### src/verilog/tic_pkg.sv
// constants and types of the two-level interrupt controller
// Contract
// - ten sources, each with flag, enable, priority and vector; global enable masks all
// - each external input selects edge or level triggering by its own bit
// - edge mode samples once per machine cycle; high then low sets the flag
// - edge-mode external flag is cleared by hardware when the cpu vectors
// - level mode: pin held low until serviced; flag not cleared on vectoring
// - timer 0 and 1 overflow flags request and clear on service entry
// - timer 2 request is overflow OR event flag; only software clears them
// - conversion-done flag requests when converter enable set; software clears only
// - each two-wire channel flag set on new status; software clears only
// - watchdog time-out sets its flag; interrupt only when watchdog enable set
// - every flag settable and clearable by software; software set requests alike
// - global enable cleared blocks every request
// - per-source high or low priority; fixed order resolves same-level ties
// - fixed order and vectors from ext0 0x0003 down to watchdog 0x0063
// - serial port requests when receive or transmit flag set; both software-clearable
// - in idle any enabled interrupt wakes the cpu and clears the idle bit
package tic_pkg;
	localparam int NSRC    = 10;
	localparam int NFLAG   = 12;
	localparam int MC_CLKS = 4;
	localparam int MC_W    = 2;

	typedef logic [3:0]  tic_src_t;
	typedef logic [15:0] tic_vec_t;

	localparam tic_src_t SRC_EXT0 = 4'h0;
	localparam tic_src_t SRC_TMR0 = 4'h1;
	localparam tic_src_t SRC_EXT1 = 4'h2;
	localparam tic_src_t SRC_TMR1 = 4'h3;
	localparam tic_src_t SRC_SER  = 4'h4;
	localparam tic_src_t SRC_TMR2 = 4'h5;
	localparam tic_src_t SRC_CONV = 4'h6;
	localparam tic_src_t SRC_TWI1 = 4'h7;
	localparam tic_src_t SRC_TWI2 = 4'h8;
	localparam tic_src_t SRC_WDOG = 4'h9;

	localparam int F_EXT0    = 0;
	localparam int F_EXT1    = 1;
	localparam int F_TMR0    = 2;
	localparam int F_TMR1    = 3;
	localparam int F_TMR2OVF = 4;
	localparam int F_TMR2EVT = 5;
	localparam int F_RX      = 6;
	localparam int F_TX      = 7;
	localparam int F_CONV    = 8;
	localparam int F_TWI1    = 9;
	localparam int F_TWI2    = 10;
	localparam int F_WDOG    = 11;

	localparam tic_vec_t VEC_TABLE [NSRC] = '{16'h0003, 16'h000b, 16'h0013, 16'h001b, 16'h0023,
		16'h002b, 16'h0033, 16'h003b, 16'h0043, 16'h0063};

	localparam logic [NFLAG-1:0] FLAGS_RST = 12'h000;
	localparam logic [NSRC-1:0]  EN_RST    = 10'h000;
	localparam logic [NSRC-1:0]  PRI_RST   = 10'h000;
	localparam logic [MC_W-1:0]  MC_LAST   = 2'h3;
	localparam logic [MC_W-1:0]  MC_ZERO   = 2'h0;
	localparam logic [2:0]       SYNC_RST  = 3'h7;
endpackage : tic_pkg

### src/verilog/tic_irq_ctrl.sv
// two-level interrupt controller core
module tic_irq_ctrl
	import tic_pkg::*;
(
	input  wire logic             core_clk,
	input  wire logic             rst,
	input  wire logic             ext0_irq_input_n,
	input  wire logic             ext1_irq_input_n,
	input  wire logic             tmr0_ovf_evt,
	input  wire logic             tmr1_ovf_evt,
	input  wire logic             tmr2_ovf_evt,
	input  wire logic             tmr2_capt_evt,
	input  wire logic             serial_rx_evt,
	input  wire logic             serial_tx_evt,
	input  wire logic             conv_done_evt,
	input  wire logic             twi1_status_evt,
	input  wire logic             twi2_status_evt,
	input  wire logic             wdog_timeout_evt,
	input  wire logic [NFLAG-1:0] flag_set,
	input  wire logic [NFLAG-1:0] flag_clr,
	input  wire logic             enable_we,
	input  wire logic [NSRC-1:0]  enable_wdata,
	input  wire logic             global_we,
	input  wire logic             global_wdata,
	input  wire logic             prio_we,
	input  wire logic [NSRC-1:0]  prio_wdata,
	input  wire logic             trig_we,
	input  wire logic [1:0]       trig_wdata,
	input  wire logic             irq_ack,
	input  wire logic             irq_reti,
	input  wire logic             idle_enter,
	output logic      [NFLAG-1:0] flags_q,
	output logic      [NSRC-1:0]  irq_enable_q,
	output logic                  global_irq_enable_q,
	output logic      [NSRC-1:0]  prio_q,
	output logic                  ext0_trigger_select_q,
	output logic                  ext1_trigger_select_q,
	output logic                  irq_req_q,
	output tic_src_t              irq_src_q,
	output tic_vec_t              irq_vector_q,
	output logic                  in_svc_hi_q,
	output logic                  in_svc_lo_q,
	output logic                  idle_q
);
	import tic_pkg::*;

	logic [MC_W-1:0]  mc_cnt_q;
	logic             mc_en_q;
	logic             ext0_fall;
	logic             ext0_low;
	logic             ext1_fall;
	logic             ext1_low;
	logic [NFLAG-1:0] hw_set;
	logic [NFLAG-1:0] hw_clr;
	logic [NSRC-1:0]  src_req;
	logic [NSRC-1:0]  active;
	logic             hi_hit;
	logic             lo_hit;
	tic_src_t         hi_src;
	tic_src_t         lo_src;
	logic             win_valid;
	tic_src_t         win_src;

	// machine cycle enable
	always_ff @(posedge core_clk or posedge rst) begin
		if (rst) begin
			mc_cnt_q <= MC_ZERO;
			mc_en_q  <= 1'b0;
		end else begin
			mc_cnt_q <= (mc_cnt_q == MC_LAST) ? MC_ZERO : mc_cnt_q + 1'b1;
			mc_en_q  <= (mc_cnt_q == MC_LAST);
		end
	end

	tic_ext_detect u_ext0 (
		.core_clk   (core_clk),
		.rst        (rst),
		.mc_en      (mc_en_q),
		.pin_n      (ext0_irq_input_n),
		.fall_pulse (ext0_fall),
		.sample_low (ext0_low)
	);

	tic_ext_detect u_ext1 (
		.core_clk   (core_clk),
		.rst        (rst),
		.mc_en      (mc_en_q),
		.pin_n      (ext1_irq_input_n),
		.fall_pulse (ext1_fall),
		.sample_low (ext1_low)
	);

	always_ff @(posedge core_clk or posedge rst) begin
		if (rst) begin
			ext0_trigger_select_q <= 1'b0;
			ext1_trigger_select_q <= 1'b0;
		end else if (trig_we) begin
			ext0_trigger_select_q <= trig_wdata[0];
			ext1_trigger_select_q <= trig_wdata[1];
		end
	end

	always_ff @(posedge core_clk or posedge rst) begin
		if (rst) begin
			irq_enable_q        <= EN_RST;
			global_irq_enable_q <= 1'b0;
			prio_q              <= PRI_RST;
		end else begin
			if (enable_we) irq_enable_q <= enable_wdata;
			if (global_we) global_irq_enable_q <= global_wdata;
			if (prio_we) prio_q <= prio_wdata;
		end
	end

	// hardware set and clear terms; trigger select 1 is edge
	always_comb begin
		hw_set = '0;
		hw_clr = '0;
		hw_set[F_EXT0] = ext0_trigger_select_q ? ext0_fall : (mc_en_q & ext0_low);
		hw_set[F_EXT1] = ext1_trigger_select_q ? ext1_fall : (mc_en_q & ext1_low);
		hw_clr[F_EXT0] = ~ext0_trigger_select_q & mc_en_q & ~ext0_low;
		hw_clr[F_EXT1] = ~ext1_trigger_select_q & mc_en_q & ~ext1_low;
		hw_set[F_TMR0]    = tmr0_ovf_evt;
		hw_set[F_TMR1]    = tmr1_ovf_evt;
		hw_set[F_TMR2OVF] = tmr2_ovf_evt;
		hw_set[F_TMR2EVT] = tmr2_capt_evt;
		hw_set[F_RX]      = serial_rx_evt;
		hw_set[F_TX]      = serial_tx_evt;
		hw_set[F_CONV] = conv_done_evt;
		hw_set[F_TWI1] = twi1_status_evt;
		hw_set[F_TWI2] = twi2_status_evt;
		hw_set[F_WDOG] = wdog_timeout_evt;
		if (irq_ack) begin
			if (irq_src_q == SRC_EXT0 && ext0_trigger_select_q) hw_clr[F_EXT0] = 1'b1;
			if (irq_src_q == SRC_EXT1 && ext1_trigger_select_q) hw_clr[F_EXT1] = 1'b1;
			// timer 0 and 1 cleared on entry
			if (irq_src_q == SRC_TMR0) hw_clr[F_TMR0] = 1'b1;
			if (irq_src_q == SRC_TMR1) hw_clr[F_TMR1] = 1'b1;
		end
	end

	always_ff @(posedge core_clk or posedge rst) begin
		if (rst) begin
			flags_q <= FLAGS_RST;
		end else begin
			flags_q <= (flags_q & ~(hw_clr | flag_clr)) | hw_set | flag_set;
		end
	end

	always_comb begin
		src_req[SRC_EXT0] = flags_q[F_EXT0];
		src_req[SRC_TMR0] = flags_q[F_TMR0];
		src_req[SRC_EXT1] = flags_q[F_EXT1];
		src_req[SRC_TMR1] = flags_q[F_TMR1];
		src_req[SRC_SER] = flags_q[F_RX] | flags_q[F_TX];
		// timer 2 or of two flags
		src_req[SRC_TMR2] = flags_q[F_TMR2OVF] | flags_q[F_TMR2EVT];
		src_req[SRC_CONV] = flags_q[F_CONV];
		src_req[SRC_TWI1] = flags_q[F_TWI1];
		src_req[SRC_TWI2] = flags_q[F_TWI2];
		src_req[SRC_WDOG] = flags_q[F_WDOG];
		active = src_req & irq_enable_q & {NSRC{global_irq_enable_q}};
	end

	always_comb begin
		hi_hit = 1'b0;
		lo_hit = 1'b0;
		hi_src = SRC_EXT0;
		lo_src = SRC_EXT0;
		for (int i = NSRC - 1; i >= 0; i--) begin
			if (active[i] && prio_q[i]) begin
				hi_hit = 1'b1;
				hi_src = tic_src_t'(i);
			end
			if (active[i] && !prio_q[i]) begin
				lo_hit = 1'b1;
				lo_src = tic_src_t'(i);
			end
		end
		if (in_svc_hi_q) begin
			win_valid = 1'b0;
			win_src   = hi_src;
		end else if (in_svc_lo_q || hi_hit) begin
			win_valid = hi_hit;
			win_src   = hi_src;
		end else begin
			win_valid = lo_hit;
			win_src   = lo_src;
		end
	end

	always_ff @(posedge core_clk or posedge rst) begin
		if (rst) begin
			irq_req_q    <= 1'b0;
			irq_src_q    <= SRC_EXT0;
			irq_vector_q <= VEC_TABLE[0];
		end else begin
			irq_req_q    <= win_valid & ~irq_ack;
			irq_src_q    <= win_src;
			irq_vector_q <= VEC_TABLE[win_src];
		end
	end

	always_ff @(posedge core_clk or posedge rst) begin
		if (rst) begin
			in_svc_hi_q <= 1'b0;
			in_svc_lo_q <= 1'b0;
		end else if (irq_ack) begin
			if (prio_q[irq_src_q]) in_svc_hi_q <= 1'b1;
			else in_svc_lo_q <= 1'b1;
		end else if (irq_reti) begin
			if (in_svc_hi_q) in_svc_hi_q <= 1'b0;
			else in_svc_lo_q <= 1'b0;
		end
	end

	// wake from idle on any enabled request
	always_ff @(posedge core_clk or posedge rst) begin
		if (rst) begin
			idle_q <= 1'b0;
		end else if (|active) begin
			idle_q <= 1'b0;
		end else if (idle_enter) begin
			idle_q <= 1'b1;
		end
	end
endmodule : tic_irq_ctrl

### src/verilog/tic_ext_detect.sv
// external interrupt pin synchroniser and machine-cycle sampler
module tic_ext_detect
	import tic_pkg::*;
(
	input  wire logic core_clk,
	input  wire logic rst,
	input  wire logic mc_en,
	input  wire logic pin_n,
	output logic      fall_pulse,
	output logic      sample_low
);
	logic [2:0] sync_q;
	logic       stable_q;
	logic       prev_q;

	always_ff @(posedge core_clk or posedge rst) begin
		if (rst) begin
			sync_q <= SYNC_RST;
		end else begin
			sync_q <= {sync_q[1:0], pin_n};
		end
	end

	// a level change counts once two late stages agree
	always_ff @(posedge core_clk or posedge rst) begin
		if (rst) begin
			stable_q <= 1'b1;
		end else if (sync_q[1] == sync_q[2]) begin
			stable_q <= sync_q[2];
		end
	end

	always_ff @(posedge core_clk or posedge rst) begin
		if (rst) begin
			prev_q <= 1'b1;
		end else if (mc_en) begin
			prev_q <= stable_q;
		end
	end

	// relies on pin held a full cycle
	assign fall_pulse = mc_en & prev_q & ~stable_q;
	assign sample_low = ~stable_q;
endmodule : tic_ext_detect

### config.mk
export PLATFORM = sky130hd
export DESIGN_NAME = tic_irq_ctrl
export DESIGN_NICKNAME = d
export VERILOG_FILES = /design/src/verilog/tic_pkg.sv /design/src/verilog/tic_irq_ctrl.sv /design/src/verilog/tic_ext_detect.sv
export SDC_FILE = /design/constraint.sdc
export NUM_CORES = 1
export LEC_CHECK = 0
export ABC_AREA = 1
export BUFFER_PORTS_ARGS = -buffer_cell sky130_fd_sc_hd__buf_2
export CELL_PAD_IN_SITES_DETAIL_PLACEMENT = 1
export CELL_PAD_IN_SITES_GLOBAL_PLACEMENT = 1
export CORE_ASPECT_RATIO = 1.25
export CORE_UTILIZATION = 36
export DETAILED_ROUTE_END_ITERATION = 16
export GPL_ROUTABILITY_DRIVEN = 0
export PLACE_DENSITY_LB_ADDON = 0.25
export SLEW_MARGIN = 15
export SYNTH_ARGS = -nofsm -noshare
export SYNTH_HDL_FRONTEND = slang
export SYNTH_SLANG_ARGS = --single-unit
### constraint.sdc
create_clock -name core_clk -period 3.9 [get_ports core_clk]
set_clock_uncertainty 0.1 [all_clocks]
set_input_delay 0.78 -clock core_clk [delete_from_list [all_inputs] [get_ports core_clk]]
set_output_delay 0.78 -clock core_clk [all_outputs]
set_load 0.01 [all_outputs]
; ---- After elaboration in Yosys (flattened, before gate mapping)
; Memory sizes are Yosys's and may differ from the RTL's. A register that Yosys moved wholly into a read port is not among the register bits.
; Cells that the tools add are included.
[totals]
word_cells = 159
out_inout_bits = 59
ff_bits = 56
latchBits = 0
memories = 1
input_bits = 68
mem_bits_rw = 0
mem_bits_ro = 256
[memory_table]
columns = memory, depth, word_bits, read_ports, rd_ports_with_merged_regs, wr, line
row1 = (name not given), 16, 16, 1, 1, 0, tic_irq_ctrl.sv:200  ; irq_vector_q <= VEC_TABLE[win_src];
[op_classes]
reduce_logical = 39
order_cmp = 1
eq_ne = 9
bitwise = 26
mul = 0
div_mod_pow = 0
muxes = 63
shift = 0
addsub = 1
[ops]
columns = cell, count
row1 = two-way mux 4 bit, 23
row2 = two-way mux 1 bit, 38
row3 = bitwise OR 12 bit, 2
row4 = logical AND 1 bit, 22
row5 = bitwise AND 10 bit, 2
row6 = bitwise AND 12 bit, 1
row7 = NOT 12 bit, 1
row8 = bitwise OR 4 x 12 -> 12 bit, 1
row9 = bitwise AND 1 bit, 11
row10 = logical NOT 1 bit, 10
row11 = OR reduction 10 bit, 1
row12 = == test 4 x 2 -> 1 bit (second input constant), 2
row13 = < comparator 4 x 5 -> 1 bit (second input constant), 1
row14 = NOT 1 bit, 5
row15 = NOT 4 -> 5 bit, 1
row16 = binary-select mux 1 bit (select 4 bit), 1
row17 = == test 4 x 1 -> 1 bit (second input constant), 1
row18 = logical NOT 4 bit, 1
row19 = inequality test 2 bit (second input constant), 2
row20 = nonzero test 2 bit, 2
row21 = AND reduction 3 bit, 1
row22 = adder 2 x 1 -> 2 bit (second input constant), 1
row23 = == test 1 bit, 2
row24 = == test 2 bit (second input constant), 1
row25 = 5 further kinds, 6

; ---- Depth between registers and ports, before layout
; Gate-level depths: netlist (run 1).
[depth]
depth_word = 18
depth_mapped = 14
mapped_depth_nobuf = 14

; ---- Hierarchy
; From an unflattened synthesis (run 1), not the netlist that was laid out.
[hier_totals]
hier_cells = 319
area_unflattened_um2 = 2812.7
[by_module_without_submodules]
columns = module, seq_area_each_um2, area_each_um2, n_inst, cells_each
row1 = tic_irq_ctrl, 1226.2, 2469.9, 1, 291
row2 = tic_ext_detect, 131.4, 171.4, 2, 14

; ---- Worst setup path after synthesis (run 1)
; Ideal clock, no wire load.
[synth_timing]
path_type = input to register
from = input irq_ack
to = register flags_q[2]
arrival_ns = 1.419
path_slack_ns = 2.257
n_path_buf = 0
cell_stages = 4
setup_time_ns = 0.124
required_ns = 3.676
cell_sequence = inv_1 -> nor3_1 -> a21oi_1 -> a211o_1
[synth_between]
elab_chain_cells = 6
[synth_lines]
columns = item, line
row1 = from (decl), tic_irq_ctrl.sv:29  ; input wire logic irq_ack,
row2 = two-way mux 4 bit, tic_irq_ctrl.sv:133  ; if (irq_ack) begin
row3 = bitwise OR 4 x 12 -> 12 bit, tic_irq_ctrl.sv:146  ; flags_q <= (flags_q & ~(hw_clr | flag_clr)) | hw_set | flag_set;
row4 = NOT 12 bit, tic_irq_ctrl.sv:146
row5 = bitwise AND 12 bit, tic_irq_ctrl.sv:146
row6 = bitwise OR 12 bit (2 in series), tic_irq_ctrl.sv:146
row7 = to (signal assigned), tic_irq_ctrl.sv:146
row8 = to (decl), tic_irq_ctrl.sv:32  ; output logic [NFLAG-1:0] flags_q,
; No other way between the ends.
; A chain may end at the register's enable or synchronous reset.

; ---- Final worst setup path (run 1)
[layout_timing]
from = register global_irq_enable_q
to = output global_irq_enable_q
[layout_rtl]
columns = item, line
row1 = from (decl), tic_irq_ctrl.sv:34  ; output logic global_irq_enable_q,
row2 = from (signal assigned), tic_irq_ctrl.sv:110  ; if (global_we) global_irq_enable_q <= global_wdata;
; No word-level cell between the ends.

==> results of run 1 <==
[cells in the final DEF (no fill, tap or decap), types with 2 or more instances in the layout]
cell type / Yosys / routed
sky130_fd_sc_hd__inv_1: 38 / 37
sky130_fd_sc_hd__conb_1: 2 / 12
sky130_fd_sc_hd__mux2_2: 12 / 12
sky130_fd_sc_hd__nand3b_1: 3 / 3
sky130_fd_sc_hd__nor2_1: 24 / 24
sky130_fd_sc_hd__nand2_1: 68 / 68
sky130_fd_sc_hd__nand3_1: 11 / 11
sky130_fd_sc_hd__buf_2: 0 / 114
sky130_fd_sc_hd__nand4_1: 8 / 8
sky130_fd_sc_hd__bufinv_16: 0 / 2
sky130_fd_sc_hd__maj3_1: 2 / 2
sky130_fd_sc_hd__o21ai_0: 26 / 26
sky130_fd_sc_hd__nor3_2: 2 / 2
sky130_fd_sc_hd__clkbuf_8: 0 / 9
sky130_fd_sc_hd__o22ai_1: 3 / 3
sky130_fd_sc_hd__a31oi_1: 2 / 2
sky130_fd_sc_hd__dfstp_2: 10 / 10
sky130_fd_sc_hd__inv_6: 0 / 2
sky130_fd_sc_hd__dfrtp_1: 49 / 49
sky130_fd_sc_hd__nand2_2: 4 / 4
sky130_fd_sc_hd__clkinv_4: 0 / 2
sky130_fd_sc_hd__o2111ai_1: 4 / 4
sky130_fd_sc_hd__a21oi_1: 9 / 9
sky130_fd_sc_hd__nor3_1: 2 / 2
sky130_fd_sc_hd__nor2_2: 4 / 4
[metal layers]
metal | vias to the layer above | wire [um]
met5 | - | 0
met4 | 0 | 182
met3 | 13 | 371
met2 | 63 | 4310
met1 | 1195 | 3050
li1 | 1216 | -
[kinds of logic after synthesis]
family / share of synthesized area (%)
muxes: 4.85
DFF: 53.4
other: 0.269
and+or+nand+nor: 21.0
adders and majority gates: 1.17
AOI/OAI and AO/OA: 9.96
buffers and inverters: 9.42
[report_power, final]
| group | internal (mW) | total (mW) | switching [mW] | leakage [nW] |
|---|---|---|---|---|
| clock network | 0.365 | 0.637 | 0.272 | 0.114 |
| registers | 0.683 | 0.749 | 0.0658 | 0.675 |
| logic | 0.144 | 0.354 | 0.210 | 1.15 |
[state kept, by name, indices dropped and copies added, names as in the netlist, 2 cells and up]
name and cells:
irq_src_q 3, flags_q 12, mc_cnt_q 2, u_ext1.sync_q 3, irq_vector_q 4, u_ext0.sync_q 3
prio_q 10, irq_enable_q 10
[stage by stage]
| stage | cells | setup WS (ns) | instance area [sq um] | hold WS, ns |
|---|---|---|---|---|
| 3_5_place_dp | 507 | 1.81 | 3400 | 0.247 |
| 3_3_place_gp | 507 | 1.81 | 3400 | 0.246 |
| 6_report | 523 | 1.77 | 3620 | 0.256 |
| 2_1_floorplan | 317 | 1.58 | 2830 | 0.245 |
| 5_1_grt | 523 | 1.55 | 3620 | 0.267 |
| 4_1_cts | 523 | 1.73 | 3620 | 0.258 |
[cell type report]
| type | count | area [sq um] |
|---|---|---|
| tap | 92 | 115 |
| fill | 938 | 3820 |
| sequential | 59 | 1490 |
| timing repair buffer | 115 | 578 |
| clock buffer | 9 | 124 |
| clock inverter | 7 | 100 |
| multi-input combinational | 203 | 1070 |
| inverter | 38 | 143 |
[worst max path at each step]
stage                        start               endpoint  slack, ns
5_1_grt        global_irq_enable_q        irq_vector_q[3]       1.55
4_1_cts        global_irq_enable_q    global_irq_enable_q       1.73
6_report       global_irq_enable_q    global_irq_enable_q       1.77
2_1_floorplan                  rst  ext0_trigger_select_q       1.58
3_3_place_gp   global_irq_enable_q        irq_vector_q[5]       1.81
3_5_place_dp   global_irq_enable_q        irq_vector_q[5]       1.81
==> flow_summary.yaml, run 1 <==
outcome:
  run_status: "finished, final reports clean"
critical_path:
  slowest_delay_ns: 0.68
  critical_path.cell_chain: "buf_2"
  worst_r2r_path_depth: 12
  worstPathBufferInverterCount: 1
  worst-r2r-setup-slack_ns: 1.84
  regToRegEndpoint: "irq_vector_q[3]"
  timing.critical_path.depth: 1
  crit_arrival_ns: 1.25
  worst_setup_path_start_kind: "flip-flop"
  worstPathRequired_ns: 3.02
  worst-path-max-fanout: 16
  crit_path_end_kind: "output port"
  critical_path.reg2reg.startpoint: "global_irq_enable_q"
  timing.setup.critical_path_class: "reg2out"
  crit_family: "flip-flops"
  timing.critical_path.slowest_stage_cell: "sky130_fd_sc_hd__dfrtp_1"
clock_network:
  worst_setup_hold_path_clk_slew_ns: 0.07
  cts_setup_buffers: 0
  cts-root-to-sink-buffers: 2
  sinks_on_clock_net: 59
  hold_buffers: 0
  cts-htree-levels: 3
  cts_resized: 0
  worst_skew_pair.late_latency_ns: 0.34
  ctsRootBufferMaster: "sky130_fd_sc_hd__clkbuf_8"
  cts-buffers-inserted: 9
  tritoncts: "yes"
grt:
  grt.total_usage_pct: 20.9
  global_route.usage.met3_pct: 5.45
  first_global_vias: 2526
  grtUsageMet2_pct: 37.4
  grt_util_met1_pct: 23.1
  grt_first_pass_wirelength_mm: 12.4
  antenna_found_initial: 0
  grt_max_degree: 37
  grt_overflow: 0
  gr-max-usage-layer: "met2"
synth:
  netlist.top_cell.by_area: "sky130_fd_sc_hd__dfrtp_1"
  post_synth_instance_area_sq_um: 2790
  synth.ff_latch_count: 59
  synthDominantCellAreaShare_pct: 44.0
  main_flop_type_after_synthesis: "sky130_fd_sc_hd__dfrtp_1"
  synthTopCellsByArea: "sky130_fd_sc_hd__dfrtp_1 44%, sky130_fd_sc_hd__dfstp_2 9.4%, sky130_fd_sc_hd__nand2_1 9.2%, sky130_fd_sc_hd__inv_1 5.1%, sky130_fd_sc_hd__mux2_2 4.8%"
  yosys_warnings: 0
  synth_commonest_cells: "68 x sky130_fd_sc_hd__nand2_1, 49 x sky130_fd_sc_hd__dfrtp_1, 38 x sky130_fd_sc_hd__inv_1"
  synthMostInstantiatedCell: "sky130_fd_sc_hd__nand2_1"
  synth_sequential_area_ratio_pct: 53.4
  synth_cell_types: 31
  number_of_enable_flip_flop_cells_after_synthesis: 0
  netlist_instances: 307
  syn_area_per_cell_sq_um: 9.08
  asyncSetResetFlopFracSynth_pct: 100
placed_design:
  port_buffers: 114
  detailed_place_hpwl_mm: 6.25
finish:
  num-nets-final: 495
  layout-drive-gt1-share_pct: 39.0
  fin_util_pct: 48.7
  antenna_cells_inserted: 0
  layout-area-overhead-vs-synth_pct: 29.9
run:
  timing.max_cap.violations: 0
timing:
  fin_setup_tns_ns: 0
  maxClockFrequency_mhz: 468
  rsz0062_at_grt: "false"
  fin_crit_sh_pct: 54.7
  final_max_slew_viol_count: 0
  period_needed_ns: 2.13
  setup_viols_final: 0
  timing_hold_violations_final: 0
  max_slew.worst_pin.slew_ns: 0.620
  worst_slew_margin_rel_pct: 58.4
die:
  row_count: 35
  core_area_sq_um: 7440
  die_height_um: 100
  die_width_um: 80.7
  die_ar_sq_um: 8110
  floorplan.initialDensity_pct: 37.5
  io_pins: 127
route:
  dr_total_vias: 2487
  remaining_antenna_violation_count_after_routing: 0
  dr.pass1.iters: 4
  total_detailed_routing_wirelength_mm: 7.91
  drt_first_iter_violations: 69
  drc: 0
  routed_via_density: 4.76
  route.detailed.wl_per_inst_um: 15.1
pwr:
  peak_supply_drop_mv: 0.237
  finalPower_mw: 1.74
  power.leakage_nw: 1.94
  power.density_nw_per_um2: 480
min_path:
  min_path_type: "reg2reg"
  whs_endpoint: "u_ext0.sync_q[1]"
  worst_hold_path.num_cells: 0
  worst_hold_startpoint: "u_ext0.sync_q[0]"
No activity file was read; power rests on OpenSTA's default activity.
==> inputs of run 2 (changes only) <==
- CORE_UTILIZATION: 36 -> 34
- clock period: 3.9 -> 2.1 ns (I/O delays scaled with it)
==> run 2 against run 1 <==
Register-to-register slack worse by 1.7 ns. Routed wire length up 0.91%. Highest routed layer unchanged. Flip-flop and latch count unchanged. Cell count grew 1.3%. Setup slack got worse by 1.6 ns. Cell area is 1.4% higher. First-iteration DRC count rose by 29%. Utilization shrank 2.1 points. Combinational power grew 90%. Via count up 3.7%. Global-route usage down 0.89 points.
==> flow_summary.yaml, run 2 (synthesized netlist as in run 1, its figures left out) <==
pwr:
  share_comb_of_total_power_pct: 20.8
  peak_supply_drop_mv: 0.572
  power.density_nw_per_um2: 882
  clock_power_share_pct: 36.3
  power.internal_mw: 2.22
  swShare_pct: 31.4
  power.share.sequential_pct: 42.9
  p_switching_mw: 1.02
  power.leakage_nw: 1.95
  finalPower_mw: 3.24
route:
  dr_total_vias: 2579
  total_detailed_routing_wirelength_mm: 7.98
  dr.pass1.iters: 4
  drc: 0
  route.detailed.wl_per_inst_um: 15.1
  drt_first_iter_violations: 89
  routed_via_density: 4.87
  remaining_antenna_violation_count_after_routing: 0
timing:
  maxClockFrequency_mhz: 517
  fin_setup_tns_ns: 0
  timing_hold_violations_final: 0
  worst_slew_margin_rel_pct: 66.3
  fin_crit_sh_pct: 92.0
  max_slew.worst_pin.slew_ns: 0.505
  period_needed_ns: 1.93
  setup_viols_final: 0
  final_max_slew_viol_count: 0
  rsz0062_at_grt: "false"
clock_network:
  worst_skew_pair.late_latency_ns: 0.34
  cts_setup_buffers: 0
  sinks_on_clock_net: 59
  cts-htree-levels: 3
  tritoncts: "yes"
  ctsRootBufferMaster: "sky130_fd_sc_hd__clkbuf_8"
  cts-buffers-inserted: 9
  worst_setup_hold_path_clk_slew_ns: 0.07
  cts-root-to-sink-buffers: 2
critical_path:
  slowest_delay_ns: 0.49
  critical_path.cell_chain: "nand2_1, a21oi_1, nand2_1, nand2_1, a21oi_1, o21ai_0, o22ai_1"
  regToRegEndpoint: "irq_src_q[1]"
  crit_path_end_kind: "flip-flop"
  worst-path-max-fanout: 11
  crit_family: "compound AO/OA/AOI/OAI gates"
  critical_path.reg2reg.startpoint: "global_irq_enable_q"
  timing.setup.critical_path_class: "reg2reg"
  crit_path_frequent_cell: "sky130_fd_sc_hd__nand2_1"
  worstPathBufferInverterCount: 0
  worst-r2r-setup-slack_ns: 0.17
  timing.critical_path.slowest_stage_cell: "sky130_fd_sc_hd__dfrtp_2"
  worst_r2r_path_depth: 7
  worst_setup_path_start_kind: "flip-flop"
  crit_arrival_ns: 2.04
  worstPathRequired_ns: 2.21
finish:
  nFillCells: 979
  antenna_cells_inserted: 0
  largest_reg_flops: 12
  layout-drive-gt1-share_pct: 39.5
  layout-area-overhead-vs-synth_pct: 31.8
  layout.cells.most_common: "sky130_fd_sc_hd__buf_2"
  sequential_cell_area_sq_um: 1490
  final_cell_mix: "114 x sky130_fd_sc_hd__buf_2, 68 x sky130_fd_sc_hd__nand2_1, 48 x sky130_fd_sc_hd__dfrtp_1, 37 x sky130_fd_sc_hd__inv_1, 26 x sky130_fd_sc_hd__o21ai_0"
  multi_input_area_sq_um: 1070
  largest-register: "flags_q"
  num-nets-final: 499
  fin_util_pct: 46.6
  largest_registers: "flags_q x12, irq_enable_q x10, prio_q x10"
die:
  die_height_um: 103
  die_width_um: 83.0
  core_area_sq_um: 7880
  io_pins: 127
  floorplan.initialDensity_pct: 35.4
  row_count: 36
  die_ar_sq_um: 8570
placed_design:
  port_buffers: 114
  detailed_place_hpwl_mm: 6.41
min_path:
  min_path_type: "in2reg"
  worst_hold_startpoint: "ext1_irq_input_n"
  worst_hold_path.num_cells: 1
  whs_endpoint: "u_ext1.sync_q[0]"
grt:
  antenna_found_initial: 0
  grt_first_pass_wirelength_mm: 13.2
  first_global_vias: 2714
  grt_overflow: 0
  grt_max_degree: 27
  grt.total_usage_pct: 20.0
run:
  timing.max_cap.violations: 0
outcome:
  run_status: "finished, final reports clean"
-- run 2: cell count changes in the layout (fill, tap and decap cells not counted), sizes merged --
cell         delta
buf             +3
clkinv          -1
clkinvlp        +2
dlygate4sd3     +1
inv             -1
-- run 2: area by class of cell --
cell class,instances,area share [%]
clock inverter,7,2.76
sequential,59,40.6
clock buffer,9,3.37
multi-input combinational,203,29.2
timing repair buffer,119,17.0
tap,95,3.23
inverter,38,3.88
-- run 2: stage by stage --
stage | instances | cell area (sq um) | setup WS (ns) | hold WS, ns
after floorplan | 317 | 2830 | 0.140 | 0.245
after global placement | 513 | 3440 | 0.171 | 0.247
after detailed placement | 513 | 3440 | 0.0987 | 0.247
after CTS | 530 | 3670 | 0.0604 | 0.0463
after global routing | 530 | 3670 | 0.00219 | 0.0503
final | 530 | 3670 | 0.167 | 0.0687
-- run 2: per-layer routing --
layer	global-route usage [%]	vias up	share of wire, %
met5	0	-	0
met1	22.1	1242	39
met4	12.6	0	3.9
li1	-	1227	-
met2	36.1	88	53
met3	3.81	22	4.8
-- run 2: repair_timing --
item	4_1_cts	5_1_grt
hold endpoints to repair	6	0
endpoints found under the setup margin	0	4
hold buffers	1	0
resized for setup	0	1
-- run 2: worst max-delay path by stage --
stage	start	to	depth (start not counted)
floorplan	rst	ext0_trigger_select_q	1
global placement	global_irq_enable_q	irq_src_q[1]	7
detailed placement	global_irq_enable_q	irq_vector_q[5]	11
CTS	global_irq_enable_q	irq_vector_q[5]	11
global route	global_irq_enable_q	irq_vector_q[5]	11
finish	global_irq_enable_q	irq_src_q[1]	7
-- run 2: power groups by stage --
stage / clock network (mW) / logic (mW) / registers (mW)
final: 1.18 / 0.673 / 1.39
after global routing: 1.25 / 0.763 / 1.41
after CTS: 1.21 / 0.684 / 1.39
after detailed placement: 0 / 0.677 / 1.42
after global placement: 0 / 0.658 / 1.41
after floorplan: 0 / 0.362 / 1.43
-- run 2: worst register-to-register path: stages, from the launching register on --
cell	delay, ns
sky130_fd_sc_hd__dfrtp_2	0.49
sky130_fd_sc_hd__nand2_1	0.09
sky130_fd_sc_hd__a21oi_1	0.33
sky130_fd_sc_hd__nand2_1	0.17
sky130_fd_sc_hd__nand2_1	0.14
sky130_fd_sc_hd__a21oi_1	0.05
sky130_fd_sc_hd__o21ai_0	0.30
sky130_fd_sc_hd__o22ai_1	0.13
